<file path="config.mk">
export PLATFORM = sky130hd
export DESIGN_NAME = ppd_port_ctrl
export DESIGN_NICKNAME = d
export VERILOG_FILES = /design/src/rtl/ppd_pkg.sv /design/src/rtl/ppd_charge_acc.sv /design/src/rtl/ppd_port_ctrl.sv /design/src/rtl/ppd_sync2.sv
export SDC_FILE = /design/constraint.sdc
export NUM_CORES = 1
export LEC_CHECK = 0
export BUFFER_PORTS_ARGS = -buffer_cell sky130_fd_sc_hd__buf_2
export CAP_MARGIN = 15
export CELL_PAD_IN_SITES_DETAIL_PLACEMENT = 0
export CELL_PAD_IN_SITES_GLOBAL_PLACEMENT = 1
export CORE_MARGIN = 5
export CORE_UTILIZATION = 44
export CTS_CLUSTER_SIZE = 28
export DETAILED_ROUTE_END_ITERATION = 16
export GPL_ROUTABILITY_DRIVEN = 0
export PLACE_DENSITY_LB_ADDON = 0.1
export SLEW_MARGIN = 10
export SYNTH_ARGS = -nofsm -noshare
export SYNTH_HDL_FRONTEND = slang
export SYNTH_HIERARCHICAL = 1
export SYNTH_SLANG_ARGS = --single-unit
</file>
<file path="constraint.sdc">
create_clock -name clock_in -period 3.5 [get_ports clock_in]
set_clock_uncertainty 0.1 [all_clocks]
set_input_delay 0.525 -clock clock_in [delete_from_list [all_inputs] [get_ports clock_in]]
set_output_delay 0.525 -clock clock_in [all_outputs]
set_load 0.005 [all_outputs]
</file>
<file path="src/rtl/ppd_pkg.sv">
package ppd_pkg;

   localparam int PPD_DISCH_TIME_US = 200;
   localparam int PPD_CLK_MHZ       = 250;
   localparam int PPD_DISCH_CYCLES  = PPD_DISCH_TIME_US * PPD_CLK_MHZ;
   localparam int PPD_CHG_WIDTH     = 24;

   localparam logic [1:0] PPD_BEH_REPORT     = 2'h0;
   localparam logic [1:0] PPD_BEH_REPORT_DISC = 2'h1;
   localparam logic [1:0] PPD_BEH_DISC_SLEEP = 2'h2;
   localparam logic [1:0] PPD_BEH_IGNORE     = 2'h3;
   localparam logic [1:0] PPD_BEH_RESET      = PPD_BEH_REPORT_DISC;

   typedef enum logic [3:0] {
      PPD_OFF    = 4'h1,
      PPD_ACTIVE = 4'h2,
      PPD_SLEEP  = 4'h4,
      PPD_ERROR  = 4'h8
   } ppd_pstate_t;

   // per-port pin and control inputs
   typedef struct packed {
      logic       enable;
      logic       manual_load;
      logic       disch_cmd;
      logic       sleep_cmd;
      logic       err_clear;
      logic       vbus_above_test;
      logic       charge_limit_reached_flag_rst;
      logic [1:0] action_sel;
   } ppd_port_in_t;

   // per-port outputs
   typedef struct packed {
      logic       switch_closed;
      logic       discharge_load;
      logic       fault_alert;
      logic       discharge_fault_flag;
      logic       charge_limit_reached_flag;
      logic       monitor_on;
      logic [3:0] power_state;
   } ppd_port_out_t;

endpackage

</file>
<file path="src/rtl/ppd_charge_acc.sv">
`timescale 1ns/1ns
`default_nettype none
module ppd_charge_acc
   import ppd_pkg::*;
#(
   parameter int WIDTH = PPD_CHG_WIDTH
) (
   input  wire logic             clock_in,
   input  wire logic             nrst_in,
   input  wire logic             accumulate_in,
   input  wire logic [7:0]       sample_in,
   input  wire logic             clear_in,
   input  wire logic [WIDTH-1:0] threshold_in,
   output logic      [WIDTH-1:0] total_out,
   output logic                  reached_out
);
   typedef struct packed {
      logic [WIDTH-1:0] total;
   } ppd_acc_st_t;

   ppd_acc_st_t st_reg;
   ppd_acc_st_t st_next;

   initial begin
      if (WIDTH < 9) $error("accumulator too narrow");
   end

   always_comb begin
      st_next = st_reg;
      if (clear_in) begin
         st_next.total = '0;
      end else if (accumulate_in && st_reg.total < threshold_in) begin
         st_next.total = st_reg.total + WIDTH'(sample_in);
      end
   end

   always_ff @(posedge clock_in or negedge nrst_in) begin
      if (!nrst_in) begin
         st_reg <= '0;
      end else begin
         st_reg <= st_next;
      end
   end

   assign total_out   = st_reg.total;
   assign reached_out = (threshold_in != '0) && (st_reg.total >= threshold_in);
endmodule
`default_nettype wire

</file>
<file path="src/rtl/ppd_port_ctrl.sv">
// Functional notes
// - high die temperature opens both switches
// - high temperature errors both ports, asserts alerts
// - stay in error until below hysteresis
// - auto discharge only when enable bit set
// - five triggers start automatic discharge
// - vbus high after window sets fault, error
// - auto discharge off means no automatic action
// - manual load bit connects discharge resistor
// - rationing accumulates only while active
// - behaviour change leaves charge totals intact
// - change before threshold acts silently
// - change after threshold adopted immediately
// - action select encodes threshold behaviour
// - report-disconnect keeps switch open until reset
// - disconnect-sleep stops monitoring, ignores enables
// - rationing reset clears totals, flag, alert
`timescale 1ns/1ns
`default_nettype none
module ppd_port_ctrl
   import ppd_pkg::*;
#(
   parameter int NPORTS        = 2,
   parameter int DISCH_CYCLES  = PPD_DISCH_CYCLES,
   parameter int CHG_WIDTH     = PPD_CHG_WIDTH
) (
   input  wire logic                 clock_in,
   input  wire logic                 nrst_in,
   input  wire logic                 die_temp_high_in,
   input  wire logic                 die_temp_cool_in,
   input  wire logic                 supply_undervoltage_in,
   input  wire logic                 auto_discharge_enable_in,
   input  wire ppd_port_in_t [1:0]   port_in,
   input  wire logic [7:0]           charge_sample_in [2],
   input  wire logic [CHG_WIDTH-1:0] charge_threshold_in,
   output ppd_port_out_t [1:0]       port_out,
   output logic [CHG_WIDTH-1:0]      charge_total_out [2]
);
   localparam int TW = $clog2(DISCH_CYCLES + 1);

   typedef struct packed {
      logic [1:0]         en_prev;
      logic [1:0]         uv_prev;
      logic [1:0]         disch_active;
      logic [1:0][TW-1:0] disch_cnt;
      logic [1:0]         disch_fault;
      logic [1:0]         reached;
      logic [1:0]         alert;
      logic [1:0]         hold_open;
      logic [1:0]         frozen;
      logic               thermal_err;
      logic [1:0][3:0]    pstate;
      logic [1:0][1:0]    beh_prev;
   } ppd_st_t;

   ppd_st_t st_reg;
   ppd_st_t st_next;

   logic [6:0] pins_sync;
   logic [1:0] hot_s;
   logic       uv_s;
   logic [1:0] en_s;
   logic [1:0] vbus_hi_s;
   logic [1:0] acc_reached;
   logic [1:0] acc_clear;

   initial begin
      if (NPORTS != 2) $error("block serves exactly two ports");
      if (DISCH_CYCLES < 1) $error("discharge window too short");
   end

   ppd_sync2 #(.WIDTH(7)) u_sync (
      .clock_in (clock_in),
      .nrst_in  (nrst_in),
      .d_in     ({die_temp_high_in, die_temp_cool_in, supply_undervoltage_in,
                  port_in[1].enable, port_in[0].enable,
                  port_in[1].vbus_above_test, port_in[0].vbus_above_test}),
      .q_out    (pins_sync)
   );
   assign hot_s     = pins_sync[6:5];
   assign uv_s      = pins_sync[4];
   assign en_s      = pins_sync[3:2];
   assign vbus_hi_s = pins_sync[1:0];

   function automatic logic beh_alerts(input logic [1:0] beh);
      return (beh == PPD_BEH_REPORT) || (beh == PPD_BEH_REPORT_DISC);
   endfunction

   function automatic logic beh_opens(input logic [1:0] beh);
      return (beh == PPD_BEH_REPORT_DISC) || (beh == PPD_BEH_DISC_SLEEP);
   endfunction

   genvar g;
   for (g = 0; g < 2; g++) begin : g_acc
      ppd_charge_acc #(.WIDTH(CHG_WIDTH)) u_acc (
         .clock_in      (clock_in),
         .nrst_in       (nrst_in),
         .accumulate_in (st_reg.pstate[g] == PPD_ACTIVE),
         .sample_in     (charge_sample_in[g]),
         .clear_in      (acc_clear[g]),
         .threshold_in  (charge_threshold_in),
         .total_out     (charge_total_out[g]),
         .reached_out   (acc_reached[g])
      );
   end

   always_comb begin
      logic       trig;
      logic [1:0] beh;
      logic       want_on;
      st_next = st_reg;
      trig    = 1'b0;
      beh     = '0;
      want_on = 1'b0;
      for (int i = 0; i < 2; i++) begin
         acc_clear[i] = port_in[i].charge_limit_reached_flag_rst;
      end
      // thermal stage two with hysteresis
      if (hot_s[1]) begin
         st_next.thermal_err = 1'b1;
      end else if (hot_s[0]) begin
         st_next.thermal_err = 1'b0;
      end
      st_next.uv_prev = {uv_s, uv_s};
      for (int i = 0; i < 2; i++) begin
         beh     = port_in[i].action_sel;
         want_on = en_s[i];
         st_next.en_prev[i]  = en_s[i];
         st_next.beh_prev[i] = beh;
         // rationing threshold actions
         if (acc_reached[i] && !st_reg.reached[i] && !port_in[i].charge_limit_reached_flag_rst) begin
            st_next.reached[i] = 1'b1;
         end
         if (port_in[i].charge_limit_reached_flag_rst) begin
            st_next.reached[i] = 1'b0;
         end
         if (st_next.reached[i]) begin
            // behaviour change after threshold adopted at once
            st_next.alert[i]     = beh_alerts(beh);
            st_next.hold_open[i] = beh_opens(beh);
            st_next.frozen[i]    = (beh == PPD_BEH_DISC_SLEEP);
         end else begin
            // before threshold nothing is visible
            st_next.alert[i]     = 1'b0;
            st_next.hold_open[i] = 1'b0;
            st_next.frozen[i]    = 1'b0;
         end
         // automatic discharge triggers
         trig = (st_reg.en_prev[i] && !en_s[i] && !st_reg.frozen[i])
              || (uv_s && !st_reg.uv_prev[i] && st_reg.pstate[i] == PPD_ACTIVE)
              || (port_in[i].sleep_cmd && st_reg.pstate[i] != PPD_SLEEP)
              || (st_reg.pstate[i] == PPD_ERROR && st_next.pstate[i] != PPD_ERROR)
              || (port_in[i].disch_cmd && st_reg.pstate[i] == PPD_ACTIVE);
         if (auto_discharge_enable_in && trig && !st_reg.disch_active[i]) begin
            st_next.disch_active[i] = 1'b1;
            st_next.disch_cnt[i]    = TW'(DISCH_CYCLES);
         end else if (st_reg.disch_active[i]) begin
            if (st_reg.disch_cnt[i] == TW'(1)) begin
               st_next.disch_active[i] = 1'b0;
               st_next.disch_cnt[i]    = '0;
               if (vbus_hi_s[i]) begin
                  st_next.disch_fault[i] = 1'b1;
               end
            end else begin
               st_next.disch_cnt[i] = st_reg.disch_cnt[i] - TW'(1);
            end
         end
         if (port_in[i].err_clear && !(st_reg.disch_active[i] && st_reg.disch_cnt[i] == TW'(1))) begin
            st_next.disch_fault[i] = 1'b0;
         end
         // power state
         if (st_next.thermal_err || st_next.disch_fault[i]) begin
            st_next.pstate[i] = PPD_ERROR;
         end else if (st_next.frozen[i]) begin
            st_next.pstate[i] = PPD_SLEEP;
         end else if (port_in[i].sleep_cmd) begin
            st_next.pstate[i] = PPD_SLEEP;
         end else if (uv_s) begin
            st_next.pstate[i] = PPD_OFF;
         end else if (want_on) begin
            st_next.pstate[i] = PPD_ACTIVE;
         end else begin
            st_next.pstate[i] = PPD_OFF;
         end
      end
      // recovery from error discharge trigger evaluated on registered state against the final next power state
      for (int i = 0; i < 2; i++) begin
         if (auto_discharge_enable_in && st_reg.pstate[i] == PPD_ERROR
             && st_next.pstate[i] != PPD_ERROR && !st_reg.disch_active[i]) begin
            st_next.disch_active[i] = 1'b1;
            st_next.disch_cnt[i]    = TW'(DISCH_CYCLES);
         end
      end
   end

   always_ff @(posedge clock_in or negedge nrst_in) begin
      if (!nrst_in) begin
         st_reg        <= '0;
         st_reg.pstate <= {PPD_OFF, PPD_OFF};
         st_reg.beh_prev <= {PPD_BEH_RESET, PPD_BEH_RESET};
      end else begin
         st_reg <= st_next;
      end
   end

   always_comb begin
      for (int i = 0; i < 2; i++) begin
         port_out[i].switch_closed = (st_reg.pstate[i] == PPD_ACTIVE)
                                   && !st_reg.thermal_err && !st_reg.hold_open[i];
         port_out[i].discharge_load = st_reg.disch_active[i] || port_in[i].manual_load;
         port_out[i].fault_alert = st_reg.thermal_err || st_reg.disch_fault[i] || st_reg.alert[i];
         port_out[i].discharge_fault_flag = st_reg.disch_fault[i];
         port_out[i].charge_limit_reached_flag = st_reg.reached[i];
         port_out[i].monitor_on = !st_reg.frozen[i];
         port_out[i].power_state = st_reg.pstate[i];
      end
   end
endmodule
`default_nettype wire

</file>
<file path="src/rtl/ppd_sync2.sv">
`timescale 1ns/1ns
`default_nettype none
module ppd_sync2
   import ppd_pkg::*;
#(
   parameter int WIDTH = 1
) (
   input  wire logic             clock_in,
   input  wire logic             nrst_in,
   input  wire logic [WIDTH-1:0] d_in,
   output logic      [WIDTH-1:0] q_out
);
   typedef struct packed {
      logic [WIDTH-1:0] s1;
      logic [WIDTH-1:0] s2;
   } ppd_sync_st_t;

   ppd_sync_st_t st_reg;
   ppd_sync_st_t st_next;

   initial begin
      if (WIDTH < 1) $error("width must be positive");
   end

   always_comb begin
      st_next.s1 = d_in;
      st_next.s2 = st_reg.s1;
   end

   always_ff @(posedge clock_in or negedge nrst_in) begin
      if (!nrst_in) begin
         st_reg <= '0;
      end else begin
         st_reg <= st_next;
      end
   end

   assign q_out = st_reg.s2;
endmodule
`default_nettype wire

</file>
==> results by stage <==
Floorplanning:
- The area of the die is 20,690 µm².
- The floorplan has 49 rows.
- The die is 143.8 µm tall.
- The boundary pin count is 132.
- The starting utilization of the core area is 0.4433.
- The die is 143.8 µm wide.
- The core region is 17,780 µm².

Power:
- The power consumption is 4340 µW.
- The power density over the cells is 461.0 nW/µm².
- The leakage power is 0.004539 µW.
- The maximum resistive drop on vdd is 366.0 µV.

Job:
- The tool flagged a number of max-cap violations equal to 0.

Final layout:
- The synthesis-to-finish area growth is 19.46%.
- At the end of the flow the core is filled with cells to 0.5296.
- The register with the most flip-flops in the layout has 48 of them.
- The number of nets in the final layout is 1,143.
- The count of fill cells added during filler insertion is 1,725.
- The ratio of cells with drive above 1 in the final layout is 0.2136.
- 0 antenna diodes ended up in the layout.

Clock tree:
- Once the clock tree was built, the setup fixing pass inserted 0 buffers.
- The count of cells resized by post-cts repair is 0.
- The library cell used as clock root buffer is sky130_fd_sc_hd__clkbuf_16.
- The number of buffers between clock root and the deepest sink is 2.
- TritonCTS built the clock tree.
- The number of hold buffers added after CTS was 0.
- The clock sink total is 118.
- The latest clock arrival within the worst-skew pair is 0.42 ns.
- The number of buffers created by CTS is 17.
- After clock tree synthesis, the clock-pin slew on the worst setup and hold paths is 0.06 ns.
- The number of H-tree branching levels is 4.

STA:
- The clock period could shrink to 2.990 ns.
- The accumulated negative setup slack is 0 ns.
- The ratio of final minimum period to clock period is 0.8543.
- The achievable frequency is 334.4 MHz.
- Hold is met by 0.06854 ns.
- The transition at the pin with the smallest max-transition slack is 0.9292 ns.
- Setup repair after global routing left no endpoint under its margin.
- The final count of pins violating max slew was 0.
- Measured against its own limit, the worst slew margin works out to 0.3777.
- The number of endpoints with negative hold slack in the final report is 0.
- Setup violations remaining at the end of the flow were counted as 0.

Synth:
- The share of the Yosys chip area taken by registers is 0.3750.
- Of the post-synthesis cell area, the dominant cell type holds 0.3683.
- After synthesis, the netlist uses 80 different library cells.
- Synthesis produced a netlist with a net count of 1,008.
- Counting every instance in the synthesized netlist gives 868.
- The post-synthesis average cell area is 9.080 µm².
- In the synthesized netlist the async set-or-reset flop fraction comes to 1.000.
- Counting flops with a built-in enable in the synthesized netlist gives 0.
- Yosys attributes the largest share of cell area to sky130_fd_sc_hd__dfrtp_1 37%, sky130_fd_sc_hd__ha_1 12%, sky130_fd_sc_hd__nor2_1 3.9%, sky130_fd_sc_hd__inv_1 3.8%, sky130_fd_sc_hd__a21oi_1 3.7%.
- The cell taking the most area after synthesis is sky130_fd_sc_hd__dfrtp_1.
- The number of warnings reported in the yosys synthesis log is 6.
- The commonest register cell after synthesis is sky130_fd_sc_hd__dfrtp_1.
- In this run the cell area of the synthesized design comes to 7881 µm².
- The total of flip-flops plus latches after synthesis is 118.

Setup path:
- The timing startpoint of the critical path is g_acc[1].u_acc/total_out[13].
- The reg-to-reg critical path startpoint is g_acc[1].u_acc/total_out[13].
- The required time of the critical path is 3.70 ns.
- Setup slack on the worst reg-to-reg path comes out at 0.51 ns.
- In this run the worst path has a maximum fanout of 8.
- The critical path start-end classification is reg -> reg.
- The data arrival time of the critical path is 3.19 ns.
- The kind of end point of the critical path is a register.
- The worst setup path is launched from a register.

Routing:
- The post-detailed-route DRC marker count is 0.
- The detailed-routing iteration count for the pre-antenna-repair pass is 5.
- The number of DRC markers in iteration 0 is 372.
- Across all layers, the routed design uses 6,815 vias.
- The met1 layer wirelength in the final routing is 10.36 mm.
- The detailed router used layers up to and including met5.
- The total length of routed wires is 21.13 mm.
- Summed over all nets, wire length on met3 after detailed routing comes to 879 µm.
- In this run the remaining antenna-violating nets after routing total 0.
- The mean number of vias per cell is 5.474.
- The final routed wire length divided by cell count is 16.97 µm.
- Wire segments on met2 add up to 9.615 mm in the final route.

Global route:
- The via count of the first global-routing pass is 6,608.
- The total congestion overflow after global routing is 0.
- The initial antenna violation count came to 2.
- The pin count of the biggest net entering global routing is 57.
- The combined global-route utilization of all metal layers is 0.2084.
- The global-route wire length before repair is 34.12 mm.

Placement:
- The number of port buffers is 131.
- The placed wire-length estimate after detailed placement is 16.30 mm.

Outcome:
- The flow ran to the end, and the final reports show no timing, DRC or antenna violations.

Min path:
- The path type of the worst min-delay path is in -> async.
-- layout by cell type (no fill, tap or decap), types with 6 or more instances in the layout --
| master | Yosys | final |
|---|---|---|
| sky130_fd_sc_hd__inv_1 | 79 | 79 |
| sky130_fd_sc_hd__dfrtp_1 | 116 | 116 |
| sky130_fd_sc_hd__o31ai_1 | 10 | 10 |
| sky130_fd_sc_hd__buf_4 | 12 | 17 |
| sky130_fd_sc_hd__o21a_1 | 6 | 6 |
| sky130_fd_sc_hd__a21oi_1 | 59 | 59 |
| sky130_fd_sc_hd__nor3_1 | 19 | 19 |
| sky130_fd_sc_hd__nor3b_1 | 6 | 6 |
| sky130_fd_sc_hd__a211oi_1 | 9 | 9 |
| sky130_fd_sc_hd__nand4_1 | 11 | 11 |
| sky130_fd_sc_hd__mux2_2 | 8 | 8 |
| sky130_fd_sc_hd__o21ai_0 | 23 | 23 |
| sky130_fd_sc_hd__a31oi_1 | 16 | 16 |
| sky130_fd_sc_hd__ha_1 | 74 | 74 |
| sky130_fd_sc_hd__o22ai_1 | 7 | 7 |
| sky130_fd_sc_hd__xnor2_1 | 24 | 24 |
| sky130_fd_sc_hd__nor4_1 | 35 | 35 |
| sky130_fd_sc_hd__nor2b_1 | 16 | 16 |
| sky130_fd_sc_hd__and3_1 | 9 | 9 |
| sky130_fd_sc_hd__nor2_1 | 82 | 82 |
| sky130_fd_sc_hd__buf_2 | 3 | 130 |
| sky130_fd_sc_hd__or3_1 | 9 | 9 |
| sky130_fd_sc_hd__nor4b_1 | 11 | 11 |
| sky130_fd_sc_hd__clkbuf_16 | 0 | 17 |
| sky130_fd_sc_hd__and2_1 | 10 | 10 |
| sky130_fd_sc_hd__or4_1 | 8 | 8 |
| sky130_fd_sc_hd__nand2_1 | 62 | 62 |
| sky130_fd_sc_hd__nand3_1 | 28 | 28 |
-- layout make-up --
type	instances	area, µm²	area share
Sequential cell	118	2955	0.3139
Timing Repair Buffer	148	798.3	0.08478
Multi-Input combinational cell	639	4438	0.4714
Clock inverter	13	197.7	0.02100
Tap cell	229	286.5	0.03043
Inverter	79	296.5	0.03149
Clock buffer	19	442.9	0.04704
-- per-stage QoR --
step,instance area (µm²),setup slack (ns),std cells
floorplan,7881,0.6221,868
global route,9415,0.3392,1245
global placement,8775,0.3460,1213
CTS,9415,0.5076,1245
finish,9415,0.5099,1245
detailed placement,8775,0.3159,1213
-- power by group --
part | switching [µW] | internal (µW)
clock network | 666 | 1220
registers | 226 | 1540
logic | 369 | 316
-- layer usage --
layer  global-route usage  up-vias
li1                     -     3457
met1               0.2973     3185
met2               0.3234      137
met3              0.04193       32
met4              0.05699        4
met5                    0        -
-- worst paths after layout --
check | endpoint | cells past startpoint
worst max-delay path | port_out[11] | 12
worst min-delay path | g_acc[1].u_acc/total_out[20] | 1
worst max register to register | port_out[11] | 12
worst min register to register | u_sync/q_out[5] | 0
max in group asynchronous | port_out[10] | 2
min in group clock_in | u_sync/st_next[0] | 1
-- synthesized netlist by cell type, drive strengths merged, types with 10 or more instances --
cell type and count:
a21oi 59, a31oi 16, and2 10, buf 21
clkbuf 11, dfrtp 116, ha 74, inv 79
nand2 62, nand3 28, nand4 14, nor2 82
nor2b 16, nor3 20, nor4 38, nor4b 11
o21ai 26, o31ai 11, or4 10, xnor2 24
-- critical path: stages (launching register included) --
cell and delay (ns):
sky130_fd_sc_hd__dfrtp_1 0.47, sky130_fd_sc_hd__ha_1 0.33, sky130_fd_sc_hd__a21oi_1 0.14, sky130_fd_sc_hd__o21ai_0 0.11, sky130_fd_sc_hd__a22oi_1 0.19, sky130_fd_sc_hd__o211ai_1 0.30
sky130_fd_sc_hd__a21oi_1 0.27, sky130_fd_sc_hd__a31oi_1 0.12, sky130_fd_sc_hd__nor2_1 0.13, sky130_fd_sc_hd__nor2_1 0.05, sky130_fd_sc_hd__buf_4 0.17, sky130_fd_sc_hd__a21oi_1 0.20
sky130_fd_sc_hd__nor4b_1 0.29
-- cells by family (layout without fill, tap and decap cells) --
kind of cell	count (synthesis)	in the layout	share of synthesized area
xor gates and xnor gates	27	27	0.03001
muxes	13	13	0.01778
AOI/OAI and AO/OA	192	192	0.1661
and+or+nand+nor	331	331	0.2267
DFF	118	118	0.3750
buffers and inverters	111	259	0.06191
adders and majority gates	76	76	0.1226
Note: power is estimated with default switching activity, not from simulation.
